===== config.mk =====
export PLATFORM = sky130hd
export DESIGN_NAME = pel_lane_ctrl
export DESIGN_NICKNAME = d
export VERILOG_FILES = /design/src/core/pel_pkg.sv /design/src/core/pel_lane_ctrl.sv /design/src/core/pel_sync.sv
export SDC_FILE = /design/constraint.sdc
export NUM_CORES = 1
export LEC_CHECK = 0
export ABC_AREA = 1
export BUFFER_PORTS_ARGS = -buffer_cell sky130_fd_sc_hd__buf_2
export CAP_MARGIN = 20
export CORE_UTILIZATION = 35
export CTS_CLUSTER_SIZE = 14
export DETAILED_ROUTE_END_ITERATION = 7
export SKIP_LAST_GASP = 1
export SYNTH_ARGS = -nofsm -noshare
export SYNTH_HDL_FRONTEND = slang
export SYNTH_HIERARCHICAL = 1
export SYNTH_SLANG_ARGS = --single-unit

===== constraint.sdc =====
create_clock -name sys_clk -period 2.95 [get_ports sys_clk]
set_input_delay 0.1475 -clock sys_clk [delete_from_list [all_inputs] [get_ports sys_clk]]
set_output_delay 0.1475 -clock sys_clk [all_outputs]
set_load 0.02 [all_outputs]

===== src/core/pel_pkg.sv =====
package pel_pkg;

    // ------------------------------------------------------------
    // Lane and pattern constants
    // ------------------------------------------------------------
    localparam int          LANES          = 4;
    localparam int          ALERT_HALF     = 8;
    localparam logic [3:0]  ALERT_CNT_MAX  = 4'hF;

    // ------------------------------------------------------------
    // Timing
    // ------------------------------------------------------------
    localparam int          CLK_PERIOD_NS  = 20;
    localparam int          WAKE_DET_NS    = 500;
    localparam int          WAKE_DET_CYC   = WAKE_DET_NS / CLK_PERIOD_NS;
    localparam int          RESP_LIMIT_NS  = 2000000;
    localparam int          RESP_LIMIT_CYC = RESP_LIMIT_NS / CLK_PERIOD_NS;

    // ------------------------------------------------------------
    // Register map
    // ------------------------------------------------------------
    localparam logic [3:0]  ADDR_CTRL      = 4'h0;
    localparam logic [3:0]  ADDR_LANE_OFF  = 4'h1;
    localparam logic [3:0]  ADDR_FAULT     = 4'h2;
    localparam logic [3:0]  ADDR_STATUS    = 4'h3;
    localparam logic [3:0]  ADDR_IRQ_STAT  = 4'h4;
    localparam logic [3:0]  ADDR_IRQ_MASK  = 4'h5;
    localparam int          CTRL_TX_OFF    = 0;
    localparam int          CTRL_TRAIN_ON  = 1;
    localparam logic [7:0]  CTRL_RESET     = 8'h02;
    localparam logic [7:0]  MASK_RESET     = 8'h00;
    localparam int          IRQ_SIG_CHG    = 0;
    localparam int          IRQ_FAULT      = 1;
    localparam int          IRQ_RESP_LATE  = 2;

    // ------------------------------------------------------------
    // Types
    // ------------------------------------------------------------
    typedef enum logic [1:0] {
        TXM_DATA,
        TXM_QUIET,
        TXM_ALERT
    } pel_tx_mode_e;

    typedef enum logic {
        RXM_DATA,
        RXM_QUIET
    } pel_rx_mode_e;

    typedef struct packed {
        logic sublayer_fault;
        logic tx_path_fault;
        logic rx_path_fault;
    } pel_fault_s;

endpackage


===== src/core/pel_lane_ctrl.sv =====
// Contract
// - In wake alert, every lane sends eight ones then eight zeros, repeating.
// - Logical one drives positive differential; positive differential received reads one.
// - Receive status is good when combined detect is one, fail otherwise.
// - Training switched off forces every lane energy flag to one.
// - Receive quiet: lane energy flag rises within 500 ns of wake signal.
// - Global transmit off turns off all four lane transmitters.
// - Global transmit off leaves loopback path untouched.
// - Transmit mode entering quiet turns all transmitters off.
// - Transmit mode leaving quiet turns all transmitters back on.
// - Lane transmit off disables only that lane's transmitter.
// - Lane transmit off leaves loopback path untouched.
// - Sublayer fault is reflected in the general fault status bit.
// - Transmit path fault is reflected in transmit fault status bit.
// - Receive path fault is reflected in receive fault status bit.
// - Each coefficient update request is answered within 2 ms.
//
// The placing of the registers and the address-and-strobe port were decided locally.
`timescale 1ns/10ps
module pel_lane_ctrl #(
    parameter int LANES    = pel_pkg::LANES,
    parameter int RESP_CYC = pel_pkg::RESP_LIMIT_CYC
) (
    input  wire logic               sys_clk,
    input  wire logic               nrst,
    input  wire logic [3:0]         reg_addr,
    input  wire logic [7:0]         reg_wdata,
    input  wire logic               reg_wr,
    input  wire logic               reg_rd,
    output logic      [7:0]         reg_rdata,
    output logic                    irq,
    input  wire logic [1:0]         tx_mode,
    input  wire logic               rx_mode,
    input  wire logic [LANES-1:0]   tx_bit,
    output logic      [LANES-1:0]   tx_diff_pos,
    output logic      [LANES-1:0]   tx_lane_on,
    input  wire logic [LANES-1:0]   rx_diff_pos,
    output logic      [LANES-1:0]   rx_bit,
    input  wire logic [LANES-1:0]   rx_energy_pin,
    output logic      [LANES-1:0]   lane_energy_seen,
    output logic                    signal_ok,
    input  wire logic               loopback_on,
    output logic      [LANES-1:0]   loopback_bit,
    input  wire logic [2:0]         fault_in,
    input  wire logic               coef_req,
    output logic                    coef_ack
);

    // ------------------------------------------------------------
    // Parameter checks
    // ------------------------------------------------------------
    localparam int ENERGY_LAT = 3;

    initial begin
        if (LANES != pel_pkg::LANES) begin
            $error("Lane count must be four.");
        end
        if (RESP_CYC < 2) begin
            $error("Response limit too short.");
        end
        if (RESP_CYC > pel_pkg::RESP_LIMIT_CYC) begin
            $error("Response limit beyond two milliseconds.");
        end
        if (2 * pel_pkg::ALERT_HALF != int'(pel_pkg::ALERT_CNT_MAX) + 1) begin
            $error("Alert counter must wrap at one full period.");
        end
        if (pel_pkg::WAKE_DET_CYC < ENERGY_LAT) begin
            $error("Energy path slower than the wake limit.");
        end
    end

    localparam int RW = $clog2(RESP_CYC + 1);

    // ------------------------------------------------------------
    // Functions
    // ------------------------------------------------------------
    function automatic logic addr_is(input logic [3:0] addr, input logic [3:0] offset);
        return addr == offset;
    endfunction

    function automatic logic [LANES-1:0] lane_fill(input logic bit_in);
        return {LANES{bit_in}};
    endfunction

    // ------------------------------------------------------------
    // Pin synchronisers
    // ------------------------------------------------------------
    logic [LANES-1:0] rx_diff_s;
    logic [LANES-1:0] energy_s;
    logic [2:0]       fault_s;

    pel_sync #(.W(2 * LANES + 3)) u_sync (
        .sys_clk (sys_clk),
        .nrst    (nrst),
        .d       ({rx_diff_pos, rx_energy_pin, fault_in}),
        .q       ({rx_diff_s, energy_s, fault_s})
    );

    pel_pkg::pel_fault_s fault_w;
    assign fault_w = pel_pkg::pel_fault_s'(fault_s);

    // ------------------------------------------------------------
    // Registers
    // ------------------------------------------------------------
    logic [7:0]       ctrl_reg;
    logic [7:0]       ctrl_next;
    logic [LANES-1:0] lane_off_reg;
    logic [LANES-1:0] lane_off_next;
    logic [7:0]       mask_reg;
    logic [7:0]       mask_next;
    logic [7:0]       stat_reg;
    logic [7:0]       stat_next;
    logic [7:0]       rdata_next;
    logic [3:0]       alert_cnt_reg;
    logic [1:0]       tx_mode_reg;
    logic             rx_mode_reg;
    logic             signal_ok_prev;
    logic             fault_prev;
    logic [RW-1:0]    resp_cnt_reg;
    logic [RW-1:0]    resp_cnt_next;
    logic             resp_busy_reg;
    logic             resp_late;

    // ------------------------------------------------------------
    // Address selects
    // ------------------------------------------------------------
    wire sel_ctrl     = addr_is(reg_addr, pel_pkg::ADDR_CTRL);
    wire sel_lane_off = addr_is(reg_addr, pel_pkg::ADDR_LANE_OFF);
    wire sel_fault    = addr_is(reg_addr, pel_pkg::ADDR_FAULT);
    wire sel_status   = addr_is(reg_addr, pel_pkg::ADDR_STATUS);
    wire sel_irq_stat = addr_is(reg_addr, pel_pkg::ADDR_IRQ_STAT);
    wire sel_irq_mask = addr_is(reg_addr, pel_pkg::ADDR_IRQ_MASK);

    wire all_tx_off  = ctrl_reg[pel_pkg::CTRL_TX_OFF];
    wire train_on    = ctrl_reg[pel_pkg::CTRL_TRAIN_ON];
    wire wr_ctrl     = reg_wr && sel_ctrl;
    wire wr_lane_off = reg_wr && sel_lane_off;
    wire wr_mask     = reg_wr && sel_irq_mask;
    wire rd_stat     = reg_rd && sel_irq_stat;

    assign ctrl_next     = wr_ctrl ? reg_wdata : ctrl_reg;
    assign lane_off_next = wr_lane_off ? reg_wdata[LANES-1:0] : lane_off_reg;
    assign mask_next     = wr_mask ? reg_wdata : mask_reg;

    // ------------------------------------------------------------
    // Transmit path
    // ------------------------------------------------------------
    wire tx_quiet   = (tx_mode == 2'(pel_pkg::TXM_QUIET));
    wire tx_alert   = (tx_mode == 2'(pel_pkg::TXM_ALERT));
    wire alert_bit  = (alert_cnt_reg < 4'(pel_pkg::ALERT_HALF));

    wire [LANES-1:0] lane_on_next =
        lane_fill(!all_tx_off && !tx_quiet) & ~lane_off_reg;

    wire [LANES-1:0] tx_diff_next = tx_alert ? lane_fill(alert_bit) : tx_bit;

    // ------------------------------------------------------------
    // Receive path
    // ------------------------------------------------------------
    // Forced detect when training off; two-stage sync fits 500 ns.
    wire [LANES-1:0] energy_next = train_on ? energy_s : lane_fill(1'b1);
    wire             ok_next     = &lane_energy_seen;

    // ------------------------------------------------------------
    // Coefficient response timer
    // ------------------------------------------------------------
    wire resp_take   = coef_req && !resp_busy_reg;
    wire resp_expire = resp_busy_reg && (resp_cnt_reg == RW'(RESP_CYC - 2));
    assign resp_late = resp_expire;
    assign resp_cnt_next = resp_take ? '0 :
                           (resp_busy_reg ? resp_cnt_reg + RW'(1) : resp_cnt_reg);

    // ------------------------------------------------------------
    // Interrupts
    // ------------------------------------------------------------
    wire [7:0] stat_set = {5'h00, resp_late, (|fault_s) && !fault_prev,
                           signal_ok != signal_ok_prev};
    assign stat_next = (rd_stat ? 8'h00 : stat_reg) | stat_set;

    // ------------------------------------------------------------
    // Status words
    // ------------------------------------------------------------
    // Fault status bits.
    wire [7:0] fault_word  = {5'h00, fault_w.sublayer_fault, fault_w.tx_path_fault,
                              fault_w.rx_path_fault};
    wire [7:0] status_word = {1'b0, rx_mode_reg, tx_mode_reg, lane_energy_seen};

    // ------------------------------------------------------------
    // Read decode
    // ------------------------------------------------------------
    always_comb begin
        if (sel_ctrl) begin
            rdata_next = ctrl_reg;
        end else if (sel_lane_off) begin
            rdata_next = {4'h0, lane_off_reg};
        end else if (sel_fault) begin
            rdata_next = fault_word;
        end else if (sel_status) begin
            rdata_next = status_word;
        end else if (sel_irq_stat) begin
            rdata_next = stat_reg;
        end else if (sel_irq_mask) begin
            rdata_next = mask_reg;
        end else begin
            rdata_next = 8'h00;
        end
    end

    // ------------------------------------------------------------
    // Register flops
    // ------------------------------------------------------------
    always_ff @(posedge sys_clk or negedge nrst) begin
        if (!nrst) begin
            ctrl_reg     <= pel_pkg::CTRL_RESET;
            lane_off_reg <= '0;
            mask_reg     <= pel_pkg::MASK_RESET;
        end else begin
            ctrl_reg     <= ctrl_next;
            lane_off_reg <= lane_off_next;
            mask_reg     <= mask_next;
        end
    end

    // ------------------------------------------------------------
    // Read port flops
    // ------------------------------------------------------------
    always_ff @(posedge sys_clk or negedge nrst) begin
        if (!nrst) begin
            reg_rdata <= 8'h00;
        end else begin
            reg_rdata <= reg_rd ? rdata_next : 8'h00;
        end
    end

    // ------------------------------------------------------------
    // Interrupt flops
    // ------------------------------------------------------------
    always_ff @(posedge sys_clk or negedge nrst) begin
        if (!nrst) begin
            stat_reg <= 8'h00;
            irq      <= 1'b0;
        end else begin
            stat_reg <= stat_next;
            irq      <= |(stat_next & mask_next);
        end
    end

    // ------------------------------------------------------------
    // Alert counter flops
    // ------------------------------------------------------------
    always_ff @(posedge sys_clk or negedge nrst) begin
        if (!nrst) begin
            alert_cnt_reg <= 4'h0;
        end else begin
            alert_cnt_reg <= tx_alert ? alert_cnt_reg + 4'h1 : 4'h0;
        end
    end

    // ------------------------------------------------------------
    // Transmit and mode flops
    // ------------------------------------------------------------
    always_ff @(posedge sys_clk or negedge nrst) begin
        if (!nrst) begin
            tx_mode_reg <= 2'h0;
            rx_mode_reg <= 1'b0;
            tx_diff_pos <= '0;
            tx_lane_on  <= '0;
        end else begin
            tx_mode_reg <= tx_mode;
            rx_mode_reg <= rx_mode;
            tx_diff_pos <= tx_diff_next;
            tx_lane_on  <= lane_on_next;
        end
    end

    // ------------------------------------------------------------
    // Loopback flops
    // ------------------------------------------------------------
    always_ff @(posedge sys_clk or negedge nrst) begin
        if (!nrst) begin
            loopback_bit <= '0;
        end else begin
            loopback_bit <= loopback_on ? tx_diff_next : '0;
        end
    end

    // ------------------------------------------------------------
    // Receive flops
    // ------------------------------------------------------------
    always_ff @(posedge sys_clk or negedge nrst) begin
        if (!nrst) begin
            rx_bit           <= '0;
            lane_energy_seen <= '0;
            signal_ok        <= 1'b0;
        end else begin
            rx_bit           <= rx_diff_s;
            lane_energy_seen <= energy_next;
            signal_ok        <= ok_next;
        end
    end

    // ------------------------------------------------------------
    // Event history flops
    // ------------------------------------------------------------
    always_ff @(posedge sys_clk or negedge nrst) begin
        if (!nrst) begin
            signal_ok_prev <= 1'b0;
            fault_prev     <= 1'b0;
        end else begin
            signal_ok_prev <= signal_ok;
            fault_prev     <= |fault_s;
        end
    end

    // ------------------------------------------------------------
    // Response timer flops
    // ------------------------------------------------------------
    always_ff @(posedge sys_clk or negedge nrst) begin
        if (!nrst) begin
            resp_cnt_reg  <= '0;
            resp_busy_reg <= 1'b0;
        end else begin
            resp_cnt_reg  <= resp_cnt_next;
            resp_busy_reg <= resp_take;
        end
    end

    // ------------------------------------------------------------
    // Response answer flops
    // ------------------------------------------------------------
    always_ff @(posedge sys_clk or negedge nrst) begin
        if (!nrst) begin
            coef_ack <= 1'b0;
        end else begin
            coef_ack <= resp_take && !resp_expire;
        end
    end

endmodule


===== src/core/pel_sync.sv =====
`timescale 1ns/10ps
module pel_sync #(
    parameter int W = 4
) (
    input  wire logic         sys_clk,
    input  wire logic         nrst,
    input  wire logic [W-1:0] d,
    output logic      [W-1:0] q
);

    logic [W-1:0] meta_reg;

    initial begin
        if (W < 1) begin
            $error("pel_sync width must be positive.");
        end
    end

    always_ff @(posedge sys_clk or negedge nrst) begin
        if (!nrst) begin
            meta_reg <= '0;
            q        <= '0;
        end else begin
            meta_reg <= d;
            q        <= meta_reg;
        end
    end

endmodule

==> impl_metrics.csv <==
group,metric,value,unit
clock_tree,clkSlewWorstSetupHoldPaths,0.07,ns
yosys,synth_nets,496,
timing,fin_crit_sh,51.0,%
yosys,yosys_warnings,6,
yosys,synthDistinctLibCells,38,
setup_path,path_class,"flip-flop to flip-flop",
routing,drtIter0Drc,261,
setup_path,start_kind,"flip-flop",
hold_path,hold_class,"input pin to flip-flop",
pwr,p_comb_share,12.0,%
layout,largest_register_ff_count,17,
pwr,clockPowerShare,37.0,%
layout,final_core_util,44.5,%
grt,grt_max_degree,59,
routing,drc,0,
grt,gr-total-overflow,0,
pwr,power_leakage,2.78,nW
setup_path,required,3.19,ns
status,status,"finished, final reports clean",
timing,rsz0062_at_grt,"false",
floorplanning,die_area,13200,sq um
timing,skew,0.00608,ns
layout,drive_above_1_share,23.2,%
pwr,pwr-share-seq,51.0,%
clock_tree,numCtsBuffers,9,
routing,viasPerCell,4.51,
grt,grt_pass1_wl,15900,microns
timing,slew_viol_final,0,
timing,worstMarginPinSlew,0.721,ns
timing,fmax,665,MHz
grt,grt_use_total,16.0,%
routing,antenna_left,0,
yosys,ys_seq_area_share,60.8,%
timing,finalSetupViolations,0,
routing,wl_per_cell,13.0,microns
yosys,syn_area_per_cell,9.74,sq um
layout,final_common_cell,"dfrtp_1",
pwr,power_density,610,nW/um^2
clock_tree,htree_levels,3,
timing,hold_viol,0,
yosys,syn_area,4450,sq um
yosys,async_reset_ff_share,100,%
setup_path,crit_arrival,1.75,ns
placement,io_buffers,66,
placement,placed_area,4980,sq um
setup_path,cp-end-kind,"flip-flop",
floorplanning,ios,67,
timing,slew_headroom,51.9,%
timing,hold_slack,0.0212,ns
setup_path,path_max_fanout,6,
pwr,switchingPower,0.829,mW
yosys,yosysTopAreaCellShare,60.2,%
floorplanning,rows,40,
clock_tree,cts.sinks,108,
layout,layout.nets,586,
yosys,syn_inst,457,
layout,n_antenna_cell,0,
timing,period_minus_slack,1.50,ns
placement,dp_hpwl,6770,microns
clock_tree,cts_resized,0,
routing,num_vias,3244,
yosys,synth-edff-count,0,
run,cap_violations,0,
clock_tree,cts_tree,"built",
pwr,power_switching_share,25.0,%
grt,grt_pass1_vias,3300,
pwr,ir_drop,0.288,mV
floorplanning,core-area,12200,sq um
clock_tree,cts_root_buffer,"clkbuf_16",
yosys,yosys-top-cells-area,"dfrtp_1 60%, nand2_1 8.8%, inv_1 4.6%",
timing,setup_tns,0,ns
routing,drtPass1Iterations,5,
layout,synthToLayoutAreaGrowth,22.1,%
floorplanning,die_w,115,microns
layout,layout_common_cells,"107 x dfrtp_1, 104 x nand2_1, 65 x buf_2",
floorplanning,initial_core_util,36.4,%
layout,final_area,5430,sq um
clock_tree,clk_path_buf_depth,2,
pwr,p_int,2.48,mW
yosys,synth_flop_cell,"dfrtp_1",
placement,place_congestion,0.827,
grt,grt_antenna_before_repair,1,
yosys,ys_ff_latch,108,
yosys,synth_area_leader_cell,"dfrtp_1",
floorplanning,die_h,115,microns
clock_tree,clk_latency,0.35,ns
routing,wl,9350,microns
## cell usage after synthesis (2+ instances only)
cell type / n
ha_1: 3
o21ai_0: 17
inv_2: 11
nand3_1: 38
and2_1: 5
o21ai_2: 8
nand2_1: 104
xnor2_1: 2
nor3_4: 2
dfrtp_1: 107
a21oi_1: 22
o21ai_1: 6
buf_2: 2
nor2_8: 3
inv_1: 54
nand2_2: 10
nor2_2: 6
nor3_1: 4
nor2_1: 26
nand4_1: 9
## layout make-up
type                       count  area, sq um
clock buffer                  14          274
clock inverter                 1         30.0
fill                        1219         6780
inverter                      66          250
multi-input combinational    279         1470
sequential                   108         2700
tap                          168          210
timing repair buffer          83          498
## critical path, cell delays in order, from the launching register on
cell and delay (ns):
dfrtp_1 0.43, ha_1 0.20, nand2_1 0.10, nor2_2 0.16, nand3_2 0.15, nor2_2 0.16
nand3_1 0.09, nand2_1 0.07, nand2_1 0.05
## through the flow
| stage | power [mW] | cells | setup WS [ns] |
|---|---|---|---|
| 2_1_floorplan | 1.94 | 457 | 1.62 |
| 3_3_place_gp | 2.09 | 689 | 1.52 |
| 3_5_place_dp | 2.10 | 689 | 1.45 |
| 4_1_cts | 3.38 | 719 | 1.44 |
| 5_1_grt | 3.49 | 719 | 1.32 |
| 6_report | 3.31 | 719 | 1.45 |
## path summary, 6_finish.rpt
| kind | startpoint | endpoint | slack, ns | cells past startpoint |
|---|---|---|---|---|
| setup / recovery | resp_cnt_reg[1]$_DFFE_PN0P_ | resp_cnt_reg[14]$_DFFE_PN0P_ | 1.45 | 8 |
| min in group asynchronous | nrst | u_sync/meta_reg[5]$_DFF_PN0_ | 0.41 | 2 |
| hold / removal | tx_bit[1] | tx_diff_pos[1]$_DFF_PN0_ | 0.02 | 3 |
| setup reg to reg | resp_cnt_reg[1]$_DFFE_PN0P_ | resp_cnt_reg[14]$_DFFE_PN0P_ | 1.45 | 8 |
| max in group asynchronous | nrst | ctrl_reg[1]$_DFFE_PN1P_ | 1.69 | 3 |
| hold reg to reg | u_sync/meta_reg[9]$_DFF_PN0_ | u_sync/q[9]$_DFF_PN0_ | 0.35 | 0 |
## layer usage
| layer | track usage (%) | wire (microns) | share of wire (%) | vias up |
|---|---|---|---|---|
| met4 | 5.37 | 89 | 0.95 | 2 |
| met3 | 5.75 | 544 | 5.8 | 8 |
| met2 | 24.4 | 4270 | 46 | 89 |
| met5 | 0 | 10 | 0.11 | - |
| met1 | 21.4 | 4440 | 47 | 1512 |
| li1 | - | - | - | 1633 |
## cells by family after synthesis
family | after synthesis | synth area share, %
simple gates | 213 | 23.7
flops | 108 | 60.8
buf+inv | 70 | 6.27
compound gates | 60 | 7.82
xor+xnor | 3 | 0.591
fa+ha+maj | 3 | 0.844
## power by group through the flow
stage               Clock [mW]  Combinational (mW)  Sequential [mW]
floorplan                    0               0.181             1.76
global placement             0               0.379             1.71
detailed placement           0               0.386             1.72
CTS                       1.28               0.403             1.69
global route              1.34               0.448             1.71
finish                    1.23               0.397             1.69
## what timing repair did
item | CTS | global route
hold buffers | 15 | 0
setup buffers | 0 | 0
hold endpoints to repair | 70 | 0
endpoints found under the setup margin | 0 | 0
Note: power is estimated with default switching activity, not from simulation.
